[src/dacsw_defs.svh]
// Purpose: constants for the serial write and power-down block
// Assumes: system clock of 50 MHz
// Notes:   frame layout is mode bits first, then sixteen code bits
`ifndef DACSW_DEFS_SVH
`define DACSW_DEFS_SVH

`define DACSW_FRAME_BITS     24
`define DACSW_EXEC_EDGE      5'd18
`define DACSW_CODE_RESET     16'h0000
`define DACSW_MODE_RESET     2'h0
`define DACSW_CLK_MHZ        50
`define DACSW_PD_EXIT_US     50
`define DACSW_PD_EXIT_CYC    (`DACSW_PD_EXIT_US * `DACSW_CLK_MHZ)

`endif

[src/dacsw_pkg.sv]
// Purpose: types for the serial write and power-down block
// Assumes: nothing beyond the constants header
// Notes:   mode codes follow the two select bits
package dacsw_pkg;
   typedef enum logic [1:0] {
      DACSW_NORMAL  = 2'h0,
      DACSW_PD_1K   = 2'h1,
      DACSW_PD_100K = 2'h2,
      DACSW_PD_HIZ  = 2'h3
   } dacsw_mode_e;
endpackage : dacsw_pkg

[src/dacsw_core.sv]
// Purpose: serial write front end and mode control of a 16-bit DAC
// Assumes: serial pins sampled by sys_clk, well slower than sys_clk
// Notes:   arst_n stands in for the power-on reset
`timescale 1ns/10ps
`include "dacsw_defs.svh"
module dacsw_core #(
   parameter int PD_EXIT_CYC = `DACSW_PD_EXIT_CYC
) (
   input  wire logic        sys_clk,
   input  wire logic        arst_n,
   input  wire logic        clk_en,
   input  wire logic        frame_sel_n,
   input  wire logic        ser_clk,
   input  wire logic        ser_data,
   output logic [15:0]      dac_code,
   output logic             pwrdn_sel_hi,
   output logic             pwrdn_sel_lo,
   output logic             amp_enable,
   output logic             out_1k_gnd,
   output logic             out_100k_gnd,
   output logic             out_valid,
   output logic             update_pulse,
   output logic             abort_pulse
);
   localparam int CW = $clog2(PD_EXIT_CYC + 1);

   typedef enum {
      IDLE,
      SHIFT,
      DONE
   } dacsw_fsm_e;

   typedef struct packed {
      dacsw_fsm_e         fsm;
      logic               sclk_d;
      logic               sel_d;
      logic               data_d;
      logic [17:0]        shreg;
      logic [4:0]         bitcnt;
      logic [15:0]        code;
      dacsw_pkg::dacsw_mode_e mode;
      logic               amp_on;
      logic               r1k;
      logic               r100k;
      logic               valid;
      logic [CW-1:0]      wake;
      logic               upd;
      logic               abt;
   } dacsw_core_s;

   dacsw_core_s st;
   dacsw_core_s next_st;
   logic        sclk_s;
   logic        sel_s;
   logic        data_s;
   logic        sclk_fall;
   logic        sel_fall;
   logic        sel_rise;
   logic [17:0] shifted;

   // Pin synchronisers
   dacsw_sync3 #(.INIT(1'b0)) u_sync_clk (
      .sys_clk (sys_clk),
      .arst_n  (arst_n),
      .clk_en  (clk_en),
      .din     (ser_clk),
      .dout    (sclk_s)
   );
   dacsw_sync3 #(.INIT(1'b1)) u_sync_sel (
      .sys_clk (sys_clk),
      .arst_n  (arst_n),
      .clk_en  (clk_en),
      .din     (frame_sel_n),
      .dout    (sel_s)
   );
   dacsw_sync3 #(.INIT(1'b0)) u_sync_dat (
      .sys_clk (sys_clk),
      .arst_n  (arst_n),
      .clk_en  (clk_en),
      .din     (ser_data),
      .dout    (data_s)
   );

   // Edge detection on filtered pins
   assign sclk_fall = st.sclk_d & ~sclk_s;
   assign sel_fall  = st.sel_d & ~sel_s;
   assign sel_rise  = ~st.sel_d & sel_s;
   assign shifted   = {st.shreg[16:0], st.data_d};

   // Frame sequencing, execution and output stage control
   always_comb begin
      next_st        = st;
      next_st.sclk_d = sclk_s;
      next_st.sel_d  = sel_s;
      next_st.data_d = data_s;
      next_st.upd    = 1'b0;
      next_st.abt    = 1'b0;
      case (st.fsm)
         IDLE: begin
            if (sel_fall) begin
               next_st.fsm    = SHIFT;
               next_st.shreg  = 18'h00000;
               next_st.bitcnt = 5'h00;
            end
         end
         SHIFT: begin
            if (sel_s) begin
               // Early rise throws the frame away
               next_st.fsm    = IDLE;
               next_st.shreg  = 18'h00000;
               next_st.bitcnt = 5'h00;
               next_st.abt    = 1'b1;
            end else if (sclk_fall) begin
               next_st.shreg  = shifted;
               next_st.bitcnt = st.bitcnt + 5'h01;
               if (st.bitcnt + 5'h01 == `DACSW_EXEC_EDGE) begin
                  next_st.code = shifted[15:0];
                  next_st.mode = dacsw_pkg::dacsw_mode_e'(shifted[17:16]);
                  next_st.upd  = 1'b1;
                  next_st.fsm  = DONE;
               end
            end
         end
         DONE: begin
            // Trailing bits ignored until the select rises
            if (sel_s) begin
               next_st.fsm = IDLE;
            end
         end
         default: begin
            next_st.fsm = IDLE;
         end
      endcase
      // Output network from the active mode
      next_st.amp_on = (next_st.mode == dacsw_pkg::DACSW_NORMAL);
      next_st.r1k    = (next_st.mode == dacsw_pkg::DACSW_PD_1K);
      next_st.r100k  = (next_st.mode == dacsw_pkg::DACSW_PD_100K);
      // Wake timer after leaving power-down
      if (!next_st.amp_on) begin
         next_st.wake  = CW'(PD_EXIT_CYC);
         next_st.valid = 1'b0;
      end else if (st.wake != '0) begin
         next_st.wake  = st.wake - CW'(1);
         next_st.valid = 1'b0;
      end else begin
         next_st.valid = 1'b1;
      end
   end

   // State register; reset gives zero code and normal mode
   always_ff @(posedge sys_clk or negedge arst_n) begin
      if (!arst_n) begin
         st        <= '0;
         st.fsm    <= IDLE;
         st.sel_d  <= 1'b1;
         st.code   <= `DACSW_CODE_RESET;
         st.mode   <= dacsw_pkg::dacsw_mode_e'(`DACSW_MODE_RESET);
         st.amp_on <= 1'b1;
         st.valid  <= 1'b1;
      end else if (clk_en) begin
         st <= next_st;
      end
   end

   // Outputs straight from state
   assign dac_code     = st.code;
   assign pwrdn_sel_hi = st.mode[1];
   assign pwrdn_sel_lo = st.mode[0];
   assign amp_enable   = st.amp_on;
   assign out_1k_gnd   = st.r1k;
   assign out_100k_gnd = st.r100k;
   assign out_valid    = st.valid;
   assign update_pulse = st.upd;
   assign abort_pulse  = st.abt;

   // Aborted frame leaves code unchanged
   abort_keeps_code_a : assert property (
      @(posedge sys_clk) disable iff (!arst_n)
      st.abt |-> st.code == $past(st.code))
      else $error("abort changed code");

   // Aborted frame leaves mode unchanged
   abort_keeps_mode_a : assert property (
      @(posedge sys_clk) disable iff (!arst_n)
      st.abt |-> st.mode == $past(st.mode))
      else $error("abort changed mode");

   // Early select rise aborts the frame
   early_rise_a : assert property (
      @(posedge sys_clk) disable iff (!arst_n)
      (clk_en && st.fsm == SHIFT && sel_rise) |=> st.abt && st.fsm == IDLE && !st.upd)
      else $error("early rise not aborted");

   // Shift register clears on abort
   abort_clear_a : assert property (
      @(posedge sys_clk) disable iff (!arst_n)
      st.abt |-> st.shreg == 18'h00000 && st.fsm == IDLE)
      else $error("shifter not cleared");

   // Abort pulse lasts one cycle
   abort_single_a : assert property (
      @(posedge sys_clk) disable iff (!arst_n)
      (clk_en && st.abt) |=> !st.abt)
      else $error("abort pulse too long");

   // Falling select arms an empty count
   frame_arm_a : assert property (
      @(posedge sys_clk) disable iff (!arst_n)
      (clk_en && st.fsm == IDLE && sel_fall) |=> st.fsm == SHIFT && st.bitcnt == 5'h00)
      else $error("frame not armed");

   // Each serial clock fall in the shift state, select still low, shifts one bit
   shift_step_a : assert property (
      @(posedge sys_clk) disable iff (!arst_n)
      (clk_en && st.fsm == SHIFT && !sel_s && sclk_fall) |=> st.shreg == $past(shifted))
      else $error("bit not shifted");

   // Update loads the shifted code
   update_load_a : assert property (
      @(posedge sys_clk) disable iff (!arst_n)
      (clk_en && next_st.upd) |=> st.code == $past(shifted[15:0]))
      else $error("update code wrong");

   // Update takes the first two bits as mode
   update_mode_a : assert property (
      @(posedge sys_clk) disable iff (!arst_n)
      (clk_en && next_st.upd) |=> st.mode == $past(shifted[17:16]))
      else $error("update mode wrong");

   // Update happens only on the eighteenth edge
   exec_edge_a : assert property (
      @(posedge sys_clk) disable iff (!arst_n)
      st.upd |-> st.bitcnt == 5'd18)
      else $error("update off count");

   // Update comes straight from the shift state
   update_source_a : assert property (
      @(posedge sys_clk) disable iff (!arst_n)
      $rose(st.upd) |-> st.fsm == DONE && $past(st.fsm) == SHIFT)
      else $error("update from wrong state");

   // Update pulse lasts one cycle
   update_single_a : assert property (
      @(posedge sys_clk) disable iff (!arst_n)
      (clk_en && st.upd) |=> !st.upd)
      else $error("update pulse too long");

   // Count never passes the execute edge
   count_limit_a : assert property (
      @(posedge sys_clk) disable iff (!arst_n)
      st.bitcnt <= `DACSW_EXEC_EDGE)
      else $error("bit count overrun");

   // Done state waits for the select rise
   done_holds_a : assert property (
      @(posedge sys_clk) disable iff (!arst_n)
      (clk_en && st.fsm == DONE && !sel_s) |=> st.fsm == DONE && !st.upd && !st.abt)
      else $error("done state left early");

   // Done state ignores clock edges
   tail_ignored_a : assert property (
      @(posedge sys_clk) disable iff (!arst_n)
      (st.fsm == DONE && !st.upd) |-> $stable(st.code))
      else $error("tail bits used");

   // Code stable outside updates
   code_hold_a : assert property (
      @(posedge sys_clk) disable iff (!arst_n)
      !st.upd |-> $stable(st.code) or !$past(arst_n))
      else $error("code moved");

   // Output network matches mode
   mode_decode_a : assert property (
      @(posedge sys_clk) disable iff (!arst_n)
      (st.r1k == (st.mode == dacsw_pkg::DACSW_PD_1K)) &&
      (st.r100k == (st.mode == dacsw_pkg::DACSW_PD_100K)))
      else $error("mode decode wrong");

   // Open output mode drives nothing
   open_output_a : assert property (
      @(posedge sys_clk) disable iff (!arst_n)
      (st.mode == dacsw_pkg::DACSW_PD_HIZ) |-> !st.amp_on && !st.r1k && !st.r100k)
      else $error("open mode drives output");

   // Amplifier off in power-down
   amp_off_a : assert property (
      @(posedge sys_clk) disable iff (!arst_n)
      (st.mode != dacsw_pkg::DACSW_NORMAL) |-> !st.amp_on && !st.valid)
      else $error("amp on in powerdown");

   // Normal mode uses the amplifier only
   normal_amp_a : assert property (
      @(posedge sys_clk) disable iff (!arst_n)
      (st.mode == dacsw_pkg::DACSW_NORMAL) |-> st.amp_on && !st.r1k && !st.r100k)
      else $error("normal mode path wrong");

   // At most one output path at a time
   one_path_a : assert property (
      @(posedge sys_clk) disable iff (!arst_n)
      $onehot0({st.amp_on, st.r1k, st.r100k}))
      else $error("two output paths on");

   // Wake not valid immediately after power-down exit
   wake_delay_a : assert property (
      @(posedge sys_clk) disable iff (!arst_n)
      ($rose(st.amp_on) && PD_EXIT_CYC > 1) |-> !st.valid)
      else $error("valid too early");

   // Valid only once the wake count has run out
   valid_needs_a : assert property (
      @(posedge sys_clk) disable iff (!arst_n)
      st.valid |-> st.amp_on && st.wake == '0)
      else $error("valid before wake done");
endmodule : dacsw_core

[src/dacsw_sync3.sv]
// Purpose: three-stage synchroniser with agreement filter
// Assumes: input is asynchronous to sys_clk
// Notes:   output changes only once stages two and three agree
`timescale 1ns/10ps
module dacsw_sync3 #(
   parameter logic INIT = 1'b0
) (
   input  wire logic sys_clk,
   input  wire logic arst_n,
   input  wire logic clk_en,
   input  wire logic din,
   output logic      dout
);
   typedef struct packed {
      logic s1;
      logic s2;
      logic s3;
      logic q;
   } dacsw_sync_s;

   dacsw_sync_s st;
   dacsw_sync_s next_st;

   // Shift chain and agreement filter
   always_comb begin
      next_st    = st;
      next_st.s1 = din;
      next_st.s2 = st.s1;
      next_st.s3 = st.s2;
      if (st.s2 == st.s3) begin
         next_st.q = st.s3;
      end
   end

   // State register
   always_ff @(posedge sys_clk or negedge arst_n) begin
      if (!arst_n) begin
         st <= {INIT, INIT, INIT, INIT};
      end else if (clk_en) begin
         st <= next_st;
      end
   end

   assign dout = st.q;
endmodule : dacsw_sync3

[config.mk]
export PLATFORM = sky130hd
export DESIGN_NAME = dacsw_core
export DESIGN_NICKNAME = d
export VERILOG_FILES = /design/src/dacsw_pkg.sv /design/src/dacsw_core.sv /design/src/dacsw_sync3.sv
export VERILOG_INCLUDE_DIRS = /design/src /design/src/src
export SDC_FILE = /design/constraint.sdc
export NUM_CORES = 1
export LEC_CHECK = 0
export BUFFER_PORTS_ARGS = -buffer_cell sky130_fd_sc_hd__buf_4
export CORE_ASPECT_RATIO = 2
export CORE_MARGIN = 3
export CORE_UTILIZATION = 30
export DETAILED_ROUTE_END_ITERATION = 12
export GPL_TIMING_DRIVEN = 0
export SYNTH_ARGS = -nofsm -noshare
export SYNTH_HDL_FRONTEND = slang
export SYNTH_SLANG_ARGS = --single-unit
[constraint.sdc]
create_clock -name sys_clk -period 4 [get_ports sys_clk]
set_input_delay 0.8 -clock sys_clk [delete_from_list [all_inputs] [get_ports sys_clk]]
set_output_delay 0.8 -clock sys_clk [all_outputs]
set_load 0.02 [all_outputs]
==> results of run 1 <==
[cells by family after synthesis]
logic type               after synthesis  synth area share, %
buffers and inverters                 37                 5.96
AO/OA/AOI/OAI                         52                 9.46
flip-flops                            75                 55.5
AND/OR/NAND/NOR                      107                 15.4
adder cells (fa/ha/maj)                3                 1.10
multiplexers                          32                 10.6
XOR/XNOR                               8                 2.06
[per-stage QoR]
step | power [mW] | util [%] | area, um^2 | setup slack (ns) | hold slack, ns
CTS | 1.86 | 36.9 | 4070 | 1.50 | 0.498
floorplan | 1.02 | - | 3400 | 1.87 | 0.459
global route | 1.92 | 36.9 | 4070 | 1.34 | 0.519
finish | 1.83 | 36.9 | 4070 | 1.56 | 0.491
detailed placement | 1.11 | 34.4 | 3790 | 1.51 | 0.484
global placement | 1.10 | 34.4 | 3790 | 1.53 | 0.472
[layout by cell type (no fill, tap or decap), types with 6 or more instances in the layout]
cell and count:
sky130_fd_sc_hd__clkbuf_1 10, sky130_fd_sc_hd__nand2b_1 10, sky130_fd_sc_hd__inv_1 9, sky130_fd_sc_hd__mux2_2 31, sky130_fd_sc_hd__a21oi_1 10, sky130_fd_sc_hd__o21ai_0 23
sky130_fd_sc_hd__xnor2_1 6, sky130_fd_sc_hd__dfstp_2 7, sky130_fd_sc_hd__dfrtp_1 68, sky130_fd_sc_hd__nor3_1 8, sky130_fd_sc_hd__buf_4 45, sky130_fd_sc_hd__nand3_1 7
sky130_fd_sc_hd__nand2_1 41, sky130_fd_sc_hd__clkbuf_16 9, sky130_fd_sc_hd__nor2_1 21
[routing by layer]
layer  GRT usage, %  part of all wire [%]  vias to the layer above
met2           19.5                    54                       43
met1           11.9                    38                     1153
met4           7.25                   4.0                        0
met5              0                     0                        -
li1               -                     -                     1139
met3           2.71                   4.2                       19
[final cells by class]
class / instances / area (um^2)
inverters: 9 / 33.8
flip-flops and latches: 75 / 1890
repair buffers: 29 / 218
clock buffers: 14 / 264
clock inverters: 2 / 10.0
plain buffers: 28 / 169
multi-input cells: 202 / 1310
fillers: 1089 / 6950
well taps: 140 / 175
[critical path, stage by stage (launching register included)]
cell and delay, ns:
sky130_fd_sc_hd__dfstp_2 0.51, sky130_fd_sc_hd__clkbuf_1 0.37, sky130_fd_sc_hd__nor3_4 0.15, sky130_fd_sc_hd__and2_1 0.20, sky130_fd_sc_hd__and3_1 0.23, sky130_fd_sc_hd__nand2_2 0.22, sky130_fd_sc_hd__buf_2 0.29, sky130_fd_sc_hd__mux2_2 0.36
[Yosys cell counts, drive strengths merged]
cell type / count / share of area [%]
buf: 21 / 4.2
and2: 2 / 0.37
xnor2: 6 / 1.5
nand3b: 4 / 0.88
nand4: 1 / 0.18
nor2b: 2 / 0.37
a211o: 2 / 0.52
nand2: 42 / 4.7
inv: 9 / 0.99
a311o: 1 / 0.29
a21oi: 10 / 1.5
dfrtp: 68 / 50
nand3: 7 / 1.0
clkbuf: 7 / 0.77
o21a: 1 / 0.22
a2111o: 1 / 0.33
o31ai: 2 / 0.59
o32ai: 2 / 0.52
a31oi: 2 / 0.37
mux2: 31 / 10
o211ai: 1 / 0.22
or3: 3 / 0.55
xor2: 2 / 0.52
nor3b: 1 / 0.22
nor3: 10 / 2.0
and3: 2 / 0.37
o311a: 1 / 0.29
nand2b: 10 / 1.8
dfstp: 7 / 5.4
o22ai: 4 / 0.74
nor2: 21 / 2.3
a2bb2oi: 1 / 0.26
o31a: 1 / 0.26
ha: 3 / 1.1
mux2i: 1 / 0.29
o21ai: 23 / 3.4
or4: 2 / 0.55
[worst max-delay path by stage]
stage,start,endpoint,slack (ns)
after floorplan,u_sync_sel.dout,dac_code[10],1.87
after global placement,u_sync_sel.dout,dac_code[12],1.53
after detailed placement,u_sync_sel.dout,dac_code[14],1.51
after CTS,u_sync_sel.dout,dac_code[14],1.50
after global routing,u_sync_sel.dout,pwrdn_sel_hi,1.34
final,u_sync_sel.dout,dac_code[14],1.56
[flip-flops by register name, indices dropped and copies added, names as in the netlist, 2 cells and up]
name and flops:
u_sync_sel.next_st 2, dac_code 16, shifted 18, u_sync_dat.next_st 2, u_sync_clk.next_st 2, st 21
[power breakdown]
group          switching, mW  internal [mW]
logic                  0.150         0.0819
registers             0.0422          0.818
clock network          0.285          0.452
total                  0.477           1.35
==> summary.md, run 1 <==
| Metric | Value |
|---|---|
| Time the worst path needs with I/O delays and setup | 2.44 ns |
| Clk Latency, worst-skew pair | 0.33 ns |
| Netlist area before placement | 3400 um^2 |
| Resize count post-CTS | 0 |
| Sequential share of the synthesized area | 55.5% |
| Number of pins with negative max-slew slack in the final report | 0 |
| Fraction of the cycle the final worst path needs | 61.1% |
| Buffers added on ports | 29 |
| Die X-Extent | 81.3 um |
| Via count of the first global-routing pass | 2322 |
| Register-to-register setup slack | 1.56 ns |
| Avg Synthesized Cell Area | 10.8 um^2 |
| Critical path type | register to register |
| Worst r2r src | u_sync_sel.dout |
| Final TNS setup | 0 ns |
| Total Routing Usage GR | 11.3% |
| Cell count of the worst reg-to-reg path | 7 |
| Height of the die | 157 um |
| Detailed Route WL | 6360 um |
| Routed via count | 2354 |
| Worst IR drop on VDD | 0.000219 V |
| CP Data Required Time | 4.22 ns |
| Worst Max-Slew Pin Slew | 0.928 ns |
| RSZ-0062 raised after global routing | false |
| Clock Skews | 0.00493 ns |
| CTS Buf Count | 9 |
| Final Hold Viols | 0 |
| Share of cells above drive strength 1 | 29.0% |
| Sinks on the clock net | 75 |
| Last weighted congestion value of the routability-driven placer | 0.803 |
| Final cell count without fillers | 499 |
| Placeable core region | 11000 um^2 |
| CTS Hold Buffers Added | 0 |
| Net count of the finished layout | 363 |
| Area delta synth->final | 19.6% |
| Max-cap violations | 0 |
| Top-Level Pins | 30 |
| Post-detail-place hpwl | 4620 um |
| Launch point of the worst hold path | u_sync_clk.st[1] |
| Hold/Removal Path Class | register to register |
| Capture endpoint of the worst hold path | u_sync_clk.dout |
| Number of instances in the synthesized netlist | 314 |
| Slew headroom | 38.1% |
| Total die area | 12700 um^2 |
| Number of placed cells counting well taps | 483 |
| Effective utilization at floorplan | 30.9% |
| Maximum number of pins on one net before global-route repair | 76 |
| Yosys reg bits | 75 |
| Largest fanout of any net on the critical path | 10 |
| Maximum operating frequency | 0.409 GHz |
| Std-Cell Rows | 54 |
| Endpoint type of the worst setup path | register |
| Outcome | complete, no violations |
| H-Tree Level Count | 3 |
| LEAKAGE | 1.91 nW |
| CTS tree | built |
| Arrival time of the worst setup path | 2.66 ns |
| Post-DR wirelength/cell | 12.7 um |
| Drt via density | 4.72 |
| Number of nets produced by synthesis | 323 |
| Antenna violations before repair | 0 |
| Reg clk slew, reported paths | 0.05 ns |
| Power per cell area | 450 nW/um^2 |
| Post-route DRC violation count | 0 |
| Remaining antenna violation count | 0 |
| Setup-violating endpoint count in the final report | 0 |
| Antenna Diode Count | 0 |
| DR pass1 iterations | 4 |
| Unique masters post-synth | 44 |
| Post-CTS setup repair buffer count | 0 |
| Buffer cell driving the clock tree root | sky130_fd_sc_hd__clkbuf_16 |
| Crit start category | register |
| Buffer levels on the longest clock path | 2 |
| Grt total ovfl | 0 |
| Total number of yosys warnings | 0 |
| Iteration-0 DRC count of the detailed router | 114 |
| First-pass GRT wire length | 11000 um |
| R2R Path End | dac_code[14] |
| Instance count along the most critical hold path | 2 |
No activity file was read; power rests on OpenSTA's default activity.
==> inputs of run 2 (changes only) <==
clock period = 2 ns   (was 4 ns; I/O delays follow)
==> run 2 against run 1 <==
Largest cell class unchanged. Utilization up 3.0 points. Sequential power rose by 100%. Worst setup slack lost 1.6 ns. Total power grew 110%. Clock skew about the same. The run now ends with setup timing left. Highest routed layer unchanged. Combinational power up 140%. Via count increased by 4.8%.
==> summary.md, run 2 (synthesis results as in run 1) <==
| Metric | Value |
|---|---|
| Endpoint type of the worst setup path | register |
| Iteration-0 DRC count of the detailed router | 123 |
| Buffer cell driving the clock tree root | sky130_fd_sc_hd__clkbuf_16 |
| Area delta synth->final | 29.5% |
| Routed via count | 2468 |
| H-Tree Level Count | 3 |
| Number of buffers and inverters on the critical path | 1 |
| Maximum operating frequency | 0.486 GHz |
| Maximum number of pins on one net before global-route repair | 76 |
| Effective utilization at floorplan | 30.9% |
| Final core area utilization | 39.9% |
| Setup-violating endpoint count in the final report | 3 |
| Worst Max-Slew Pin Slew | 0.927 ns |
| Filler cells | 1113 |
| Buffers added on ports | 29 |
| Number of pins with negative max-slew slack in the final report | 0 |
| Highest signal layer in the routed design | met4 |
| Violated checks | setup timing |
| Critical path type | register to register |
| Outcome | finished, violations left |
| Clock Skews | 0.00451 ns |
| Std-Cell Rows | 54 |
| Antenna violations before repair | 0 |
| Overall power consumption | 3.77 mW |
| Cell-by-cell trace of the critical path | ha_4 -> nand3_4 -> xnor2_4 -> and2_4 -> a311o_1 -> o311a_4 -> buf_6 -> a211o_1 |
| Clk Latency, worst-skew pair | 0.33 ns |
| Total non-filler cell area in the finished layout | 4400 um^2 |
| Setup WS post-layout | -0.0561 ns |
| Kind of cell adding the most delay to the critical path | compound AO/OA/AOI/OAI gates |
| Register-to-register setup slack | -0.06 ns |
| Final Hold Viols | 0 |
| Crit start category | register |
| Post-DR wirelength/cell | 13.8 um |
| Remaining antenna violation count | 0 |
| Met2 wirelength from detailed routing | 4070 um |
| LEAKAGE | 2.06 nW |
| Sinks on the clock net | 75 |
| CP Data Required Time | 2.22 ns |
| Crit path depth | 8 |
| Critical path startpoint | st[37] |
| CTS Hold Buffers Added | 0 |
| R2R Path End | st[10] |
| Slew headroom | 38.2% |
| Antenna Diode Count | 0 |
| Area after DPL | 3820 um^2 |
| Detailed Route WL | 7140 um |
| Time the worst path needs with I/O delays and setup | 2.06 ns |
| Max reg flops | 21 |
| Reg clk slew, reported paths | 0.06 ns |
| Die X-Extent | 81.3 um |
| Post-detail-place hpwl | 4860 um |
| Net count of the finished layout | 383 |
| Drt via density | 4.76 |
| Routed met3 length | 249 um |
| Top-Level Pins | 30 |
| Last weighted congestion value of the routability-driven placer | 0.767 |
| Total die area | 12700 um^2 |
| Hold/Removal Path Class | input port to asynchronous set/reset pin |
| Post-route DRC violation count | 0 |
| Worst r2r src | st[37] |
| Master of the slowest instance on the critical path | sky130_fd_sc_hd__dfrtp_1 |
| Power per cell area | 857 nW/um^2 |
| Fraction of the cycle the final worst path needs | 103% |
| Placeable core region | 11000 um^2 |
| Max-cap violations | 0 |
| Hold slack | 0.190 ns |
| Via count of the first global-routing pass | 2641 |
| Cell count of the worst reg-to-reg path | 8 |
| First-pass GRT wire length | 12100 um |
| Share of cells above drive strength 1 | 39.6% |
| CTS tree | built |
| DR pass1 iterations | 4 |
| Wire length on met1 | 2540 um |
| Grt total ovfl | 0 |
| Final cell count without fillers | 519 |
| Crit path largest cell delay | 0.42 ns |
| RSZ-0062 raised after global routing | true |
| Arrival time of the worst setup path | 2.27 ns |
| Commonest non-fill, non-tap cell in the layout | sky130_fd_sc_hd__dfrtp_1 |
| Height of the die | 157 um |
| Register bank with the most flops | st |
| Largest fanout of any net on the critical path | 6 |
| CTS Buf Count | 9 |
| Buffer levels on the longest clock path | 2 |
| Total Routing Usage GR | 12.5% |
| Commonest cells after routing, fill and taps aside | sky130_fd_sc_hd__dfrtp_1, sky130_fd_sc_hd__buf_4, sky130_fd_sc_hd__nand2_1 |
| Number of placed cells counting well taps | 483 |
| Worst IR drop on VDD | 0.000456 V |
[run 2: cell types whose count changed in the layout (fill, tap and decap cells not counted), sizes merged]
cell      previous run  this run
clkinv               2         4
clkbuf              21        18
clkinvlp             0         1
buf                 50        70
[run 2: report_power, final]
part	internal [mW]	switching, mW
sequential	1.64	0.0916
combinational	0.226	0.327
clock	0.897	0.592
[run 2: worst reg2reg max path: stages (launching register included)]
cell and delay, ns:
sky130_fd_sc_hd__dfrtp_1 0.42, sky130_fd_sc_hd__ha_4 0.20, sky130_fd_sc_hd__nand3_4 0.10, sky130_fd_sc_hd__xnor2_4 0.15, sky130_fd_sc_hd__and2_4 0.18, sky130_fd_sc_hd__a311o_1 0.37
sky130_fd_sc_hd__o311a_4 0.17, sky130_fd_sc_hd__buf_6 0.15, sky130_fd_sc_hd__a211o_1 0.21
[run 2: how the worst max path moves through the flow]
| stage | to | slack (ns) |
|---|---|---|
| 5_1_grt | st[10] | -0.10 |
| 3_3_place_gp | st[10] | -0.36 |
| 2_1_floorplan | st[13] | -0.07 |
| 4_1_cts | st[10] | -0.05 |
| 6_report | st[10] | -0.06 |
| 3_5_place_dp | st[10] | -0.38 |
[run 2: per-layer routing]
| metal | global-route usage [%] | vias to the layer above |
|---|---|---|
| met1 | 12.3 | 1227 |
| met4 | 8.14 | 0 |
| met5 | 0 | - |
| li1 | - | 1186 |
| met2 | 22.4 | 37 |
| met3 | 2.88 | 18 |
[run 2: repair_timing]
item | CTS | global route
setup endpoints to repair | 34 | 35
pin swaps | 11 | 7
gates resized for setup | 17 | 17
setup buffers | 16 | 3
cloned | 1 | 0
[run 2: layout make-up]
class                   count  area (um^2)  share of cell area [%]
well taps                 140          175                    3.98
clock buffers              11          253                    5.75
multi-input cells         202         1460                    33.2
clock inverters             5         27.5                   0.626
flip-flops and latches     75         1890                    42.9
repair buffers             49          373                    8.48
plain buffers              28          190                    4.32
inverters                   9         33.8                   0.768
[run 2: stage by stage]
stage                     setup slack, ns  TNS (ns)
after floorplan                   -0.0677   -0.0841
after global placement             -0.358     -4.67
after detailed placement           -0.380     -6.14
after CTS                         -0.0475    -0.146
after global routing               -0.100    -0.754
final                             -0.0561   -0.0955
==> inputs of run 3 (changes only) <==
CELL_PAD_IN_SITES_DETAIL_PLACEMENT = 1   (was unset)
CELL_PAD_IN_SITES_GLOBAL_PLACEMENT = 2   (was unset)
CORE_UTILIZATION = 35   (was 30)
PLACE_DENSITY_LB_ADDON = 0.1   (was unset)
==> run 3 against run 2 <==
Clock skew rose by 0.0025 ns. Global-route usage rose by 3.3 points. Combinational power rose by 3.6%. Largest cell class unchanged. Utilization rose by 8.4 points. Sequential power barely moved. Non-clock buffer count rose by 7. Critical path type unchanged. The flow still finishes with violations (setup timing).
==> summary.md, run 3 (synthesis results as in run 1) <==
| Metric | Value |
|---|---|
| Post-DR wirelength/cell | 16.6 um |
| Master of the slowest instance on the critical path | sky130_fd_sc_hd__dfrtp_1 |
| Met1 Resource Use GR | 16.6% |
| Net count of the finished layout | 390 |
| Cell-by-cell trace of the critical path | ha_4 -> nand3_4 -> xnor2_4 -> and2_4 -> a311o_1 -> o311a_4 -> buf_8 -> a211o_1 |
| Power per cell area | 917 nW/um^2 |
| Antenna violations before repair | 0 |
| Setup-violating endpoint count in the final report | 6 |
| Violated checks | setup timing |
| Max-cap violations | 0 |
| Register bank with the most flops | st |
| CTS Buf Count | 9 |
| Maximum operating frequency | 0.485 GHz |
| Routed via count | 2519 |
| Critical path startpoint | st[36] |
| Commonest cells after routing, fill and taps aside | sky130_fd_sc_hd__buf_4, sky130_fd_sc_hd__dfrtp_1, sky130_fd_sc_hd__nand2_1 |
| Buffers added on ports | 29 |
| Maximum number of pins on one net before global-route repair | 76 |
| Total die area | 11000 um^2 |
| Area after DPL | 3770 um^2 |
| Fraction of the cycle the final worst path needs | 103% |
| Effective utilization at floorplan | 36.2% |
| Met2 global-route usage | 28.6% |
| Number of placed cells counting well taps | 447 |
| Sinks on the clock net | 75 |
| Grt total ovfl | 0 |
| Post-detail-place hpwl | 5380 um |
| CTS Hold Buffers Added | 0 |
| Height of the die | 145 um |
| First-pass GRT wire length | 13100 um |
| Clock Skews | 0.00701 ns |
| Antenna Diode Count | 0 |
| Detailed Route WL | 8140 um |
| Total Routing Usage GR | 15.8% |
| RSZ-0062 raised after global routing | true |
| DR pass1 iterations | 4 |
| Total non-filler cell area in the finished layout | 4540 um^2 |
| Final Hold Viols | 0 |
| Outcome | finished, violations left |
| Arrival time of the worst setup path | 2.27 ns |
| Die X-Extent | 75.7 um |
| Drt via density | 5.14 |
| Post-route DRC violation count | 0 |
| Max reg flops | 21 |
| LEAKAGE | 2.13 nW |
| Remaining antenna violation count | 0 |
| Slew headroom | 37.2% |
| Top-Level Pins | 30 |
| Reg clk slew, reported paths | 0.06 ns |
| Crit path largest cell delay | 0.41 ns |
| Via count of the first global-routing pass | 2642 |
| Number of buffers and inverters on the critical path | 1 |
| Critical path type | register to register |
| Hold/Removal Path Class | input port to asynchronous set/reset pin |
| Buffer cell driving the clock tree root | sky130_fd_sc_hd__clkbuf_16 |
| Std-Cell Rows | 50 |
| Worst IR drop on VDD | 0.000686 V |
| H-Tree Level Count | 3 |
| Routing usage on met3 | 2.90% |
| CTS tree | built |
| Worst Max-Slew Pin Slew | 0.942 ns |
| Largest fanout of any net on the critical path | 7 |
| Worst r2r src | st[36] |
| Iteration-0 DRC count of the detailed router | 57 |
| Share of cells above drive strength 1 | 41.5% |
| Final core area utilization | 48.3% |
| Last weighted congestion value of the routability-driven placer | 0.773 |
| Placeable core region | 9380 um^2 |
| Setup WS post-layout | -0.0599 ns |
| Area delta synth->final | 33.5% |
| CP Data Required Time | 2.21 ns |
| Kind of cell adding the most delay to the critical path | compound AO/OA/AOI/OAI gates |
| Buffer levels on the longest clock path | 2 |
| Time the worst path needs with I/O delays and setup | 2.06 ns |
| Most congested layer reported by global routing | met2 |
| Clk Latency, worst-skew pair | 0.33 ns |
| Endpoint type of the worst setup path | register |
| Final cell count without fillers | 490 |
| Number of pins with negative max-slew slack in the final report | 0 |
| Crit start category | register |
-- run 3: changes by cell type in the layout (fill, tap and decap cells not counted), moves of 3 or more --
| cell | change |
|---|---|
| sky130_fd_sc_hd__buf_4 | +6 |
| sky130_fd_sc_hd__bufinv_16 | +3 |
| sky130_fd_sc_hd__nor2_1 | -3 |
| sky130_fd_sc_hd__nor2_2 | +3 |
-- run 3: routing by layer --
layer  share of wire (%)  wire, um  vias up
li1                    -         -     1202
met1                  36      2960     1270
met2                  59      4780       30
met3                 2.2       176       17
met4                 2.8       226        0
met5                   0         0        -
-- run 3: metrics by stage --
step,power (mW),TNS [ns],hold WS (ns),setup WS (ns)
global route,4.37,-1.98,0.294,-0.157
global placement,2.24,-6.48,0.469,-0.397
detailed placement,2.27,-6.64,0.496,-0.381
finish,4.16,-0.149,0.217,-0.0599
CTS,4.20,-0.0922,0.254,-0.0483
floorplan,2.07,-0.0841,0.104,-0.0677
-- run 3: worst reg2reg max path: stages (launching register included) --
cell and delay, ns:
sky130_fd_sc_hd__dfrtp_1 0.41, sky130_fd_sc_hd__ha_4 0.19, sky130_fd_sc_hd__nand3_4 0.10, sky130_fd_sc_hd__xnor2_4 0.15, sky130_fd_sc_hd__and2_4 0.18, sky130_fd_sc_hd__a311o_1 0.38
sky130_fd_sc_hd__o311a_4 0.16, sky130_fd_sc_hd__buf_8 0.14, sky130_fd_sc_hd__a211o_1 0.23
-- run 3: path summary, 6_finish.rpt --
| check | to | slack [ns] | depth (start not counted) |
|---|---|---|---|
| setup / recovery | st[10] | -0.06 | 8 |
| hold / removal | dac_code[4] | 0.22 | 1 |
| setup reg to reg | st[10] | -0.06 | 8 |
| hold reg to reg | u_sync_dat.next_st[2] | 0.51 | 1 |
| max in group asynchronous | st[62] | 1.18 | 1 |
| min in group sys_clk | u_sync_dat.next_st[2] | 0.30 | 2 |
-- run 3: area by class of cell --
cell class,instances,area [um^2]
buffer,28,193
multi-input combinational,202,1490
fill,1018,4850
clock buffer,11,243
timing repair buffer,56,458
sequential,75,1890
inverter,9,33.8
tap,104,130
clock inverter,5,100
-- run 3: where the power goes --
group	internal, mW	leakage (nW)	switching (mW)	total [mW]
combinational	0.229	0.957	0.344	0.573
clock	1.25	0.169	0.603	1.85
sequential	1.64	1.00	0.0994	1.73
-- run 3: repair_timing --
item / 4_1_cts / 5_1_grt
endpoints found under the hold margin: 0 / 0
setup buffers: 20 / 8
pin swaps: 11 / 14
gates resized for setup: 22 / 17
setup endpoints to repair: 45 / 35
gates cloned: 0 / 1
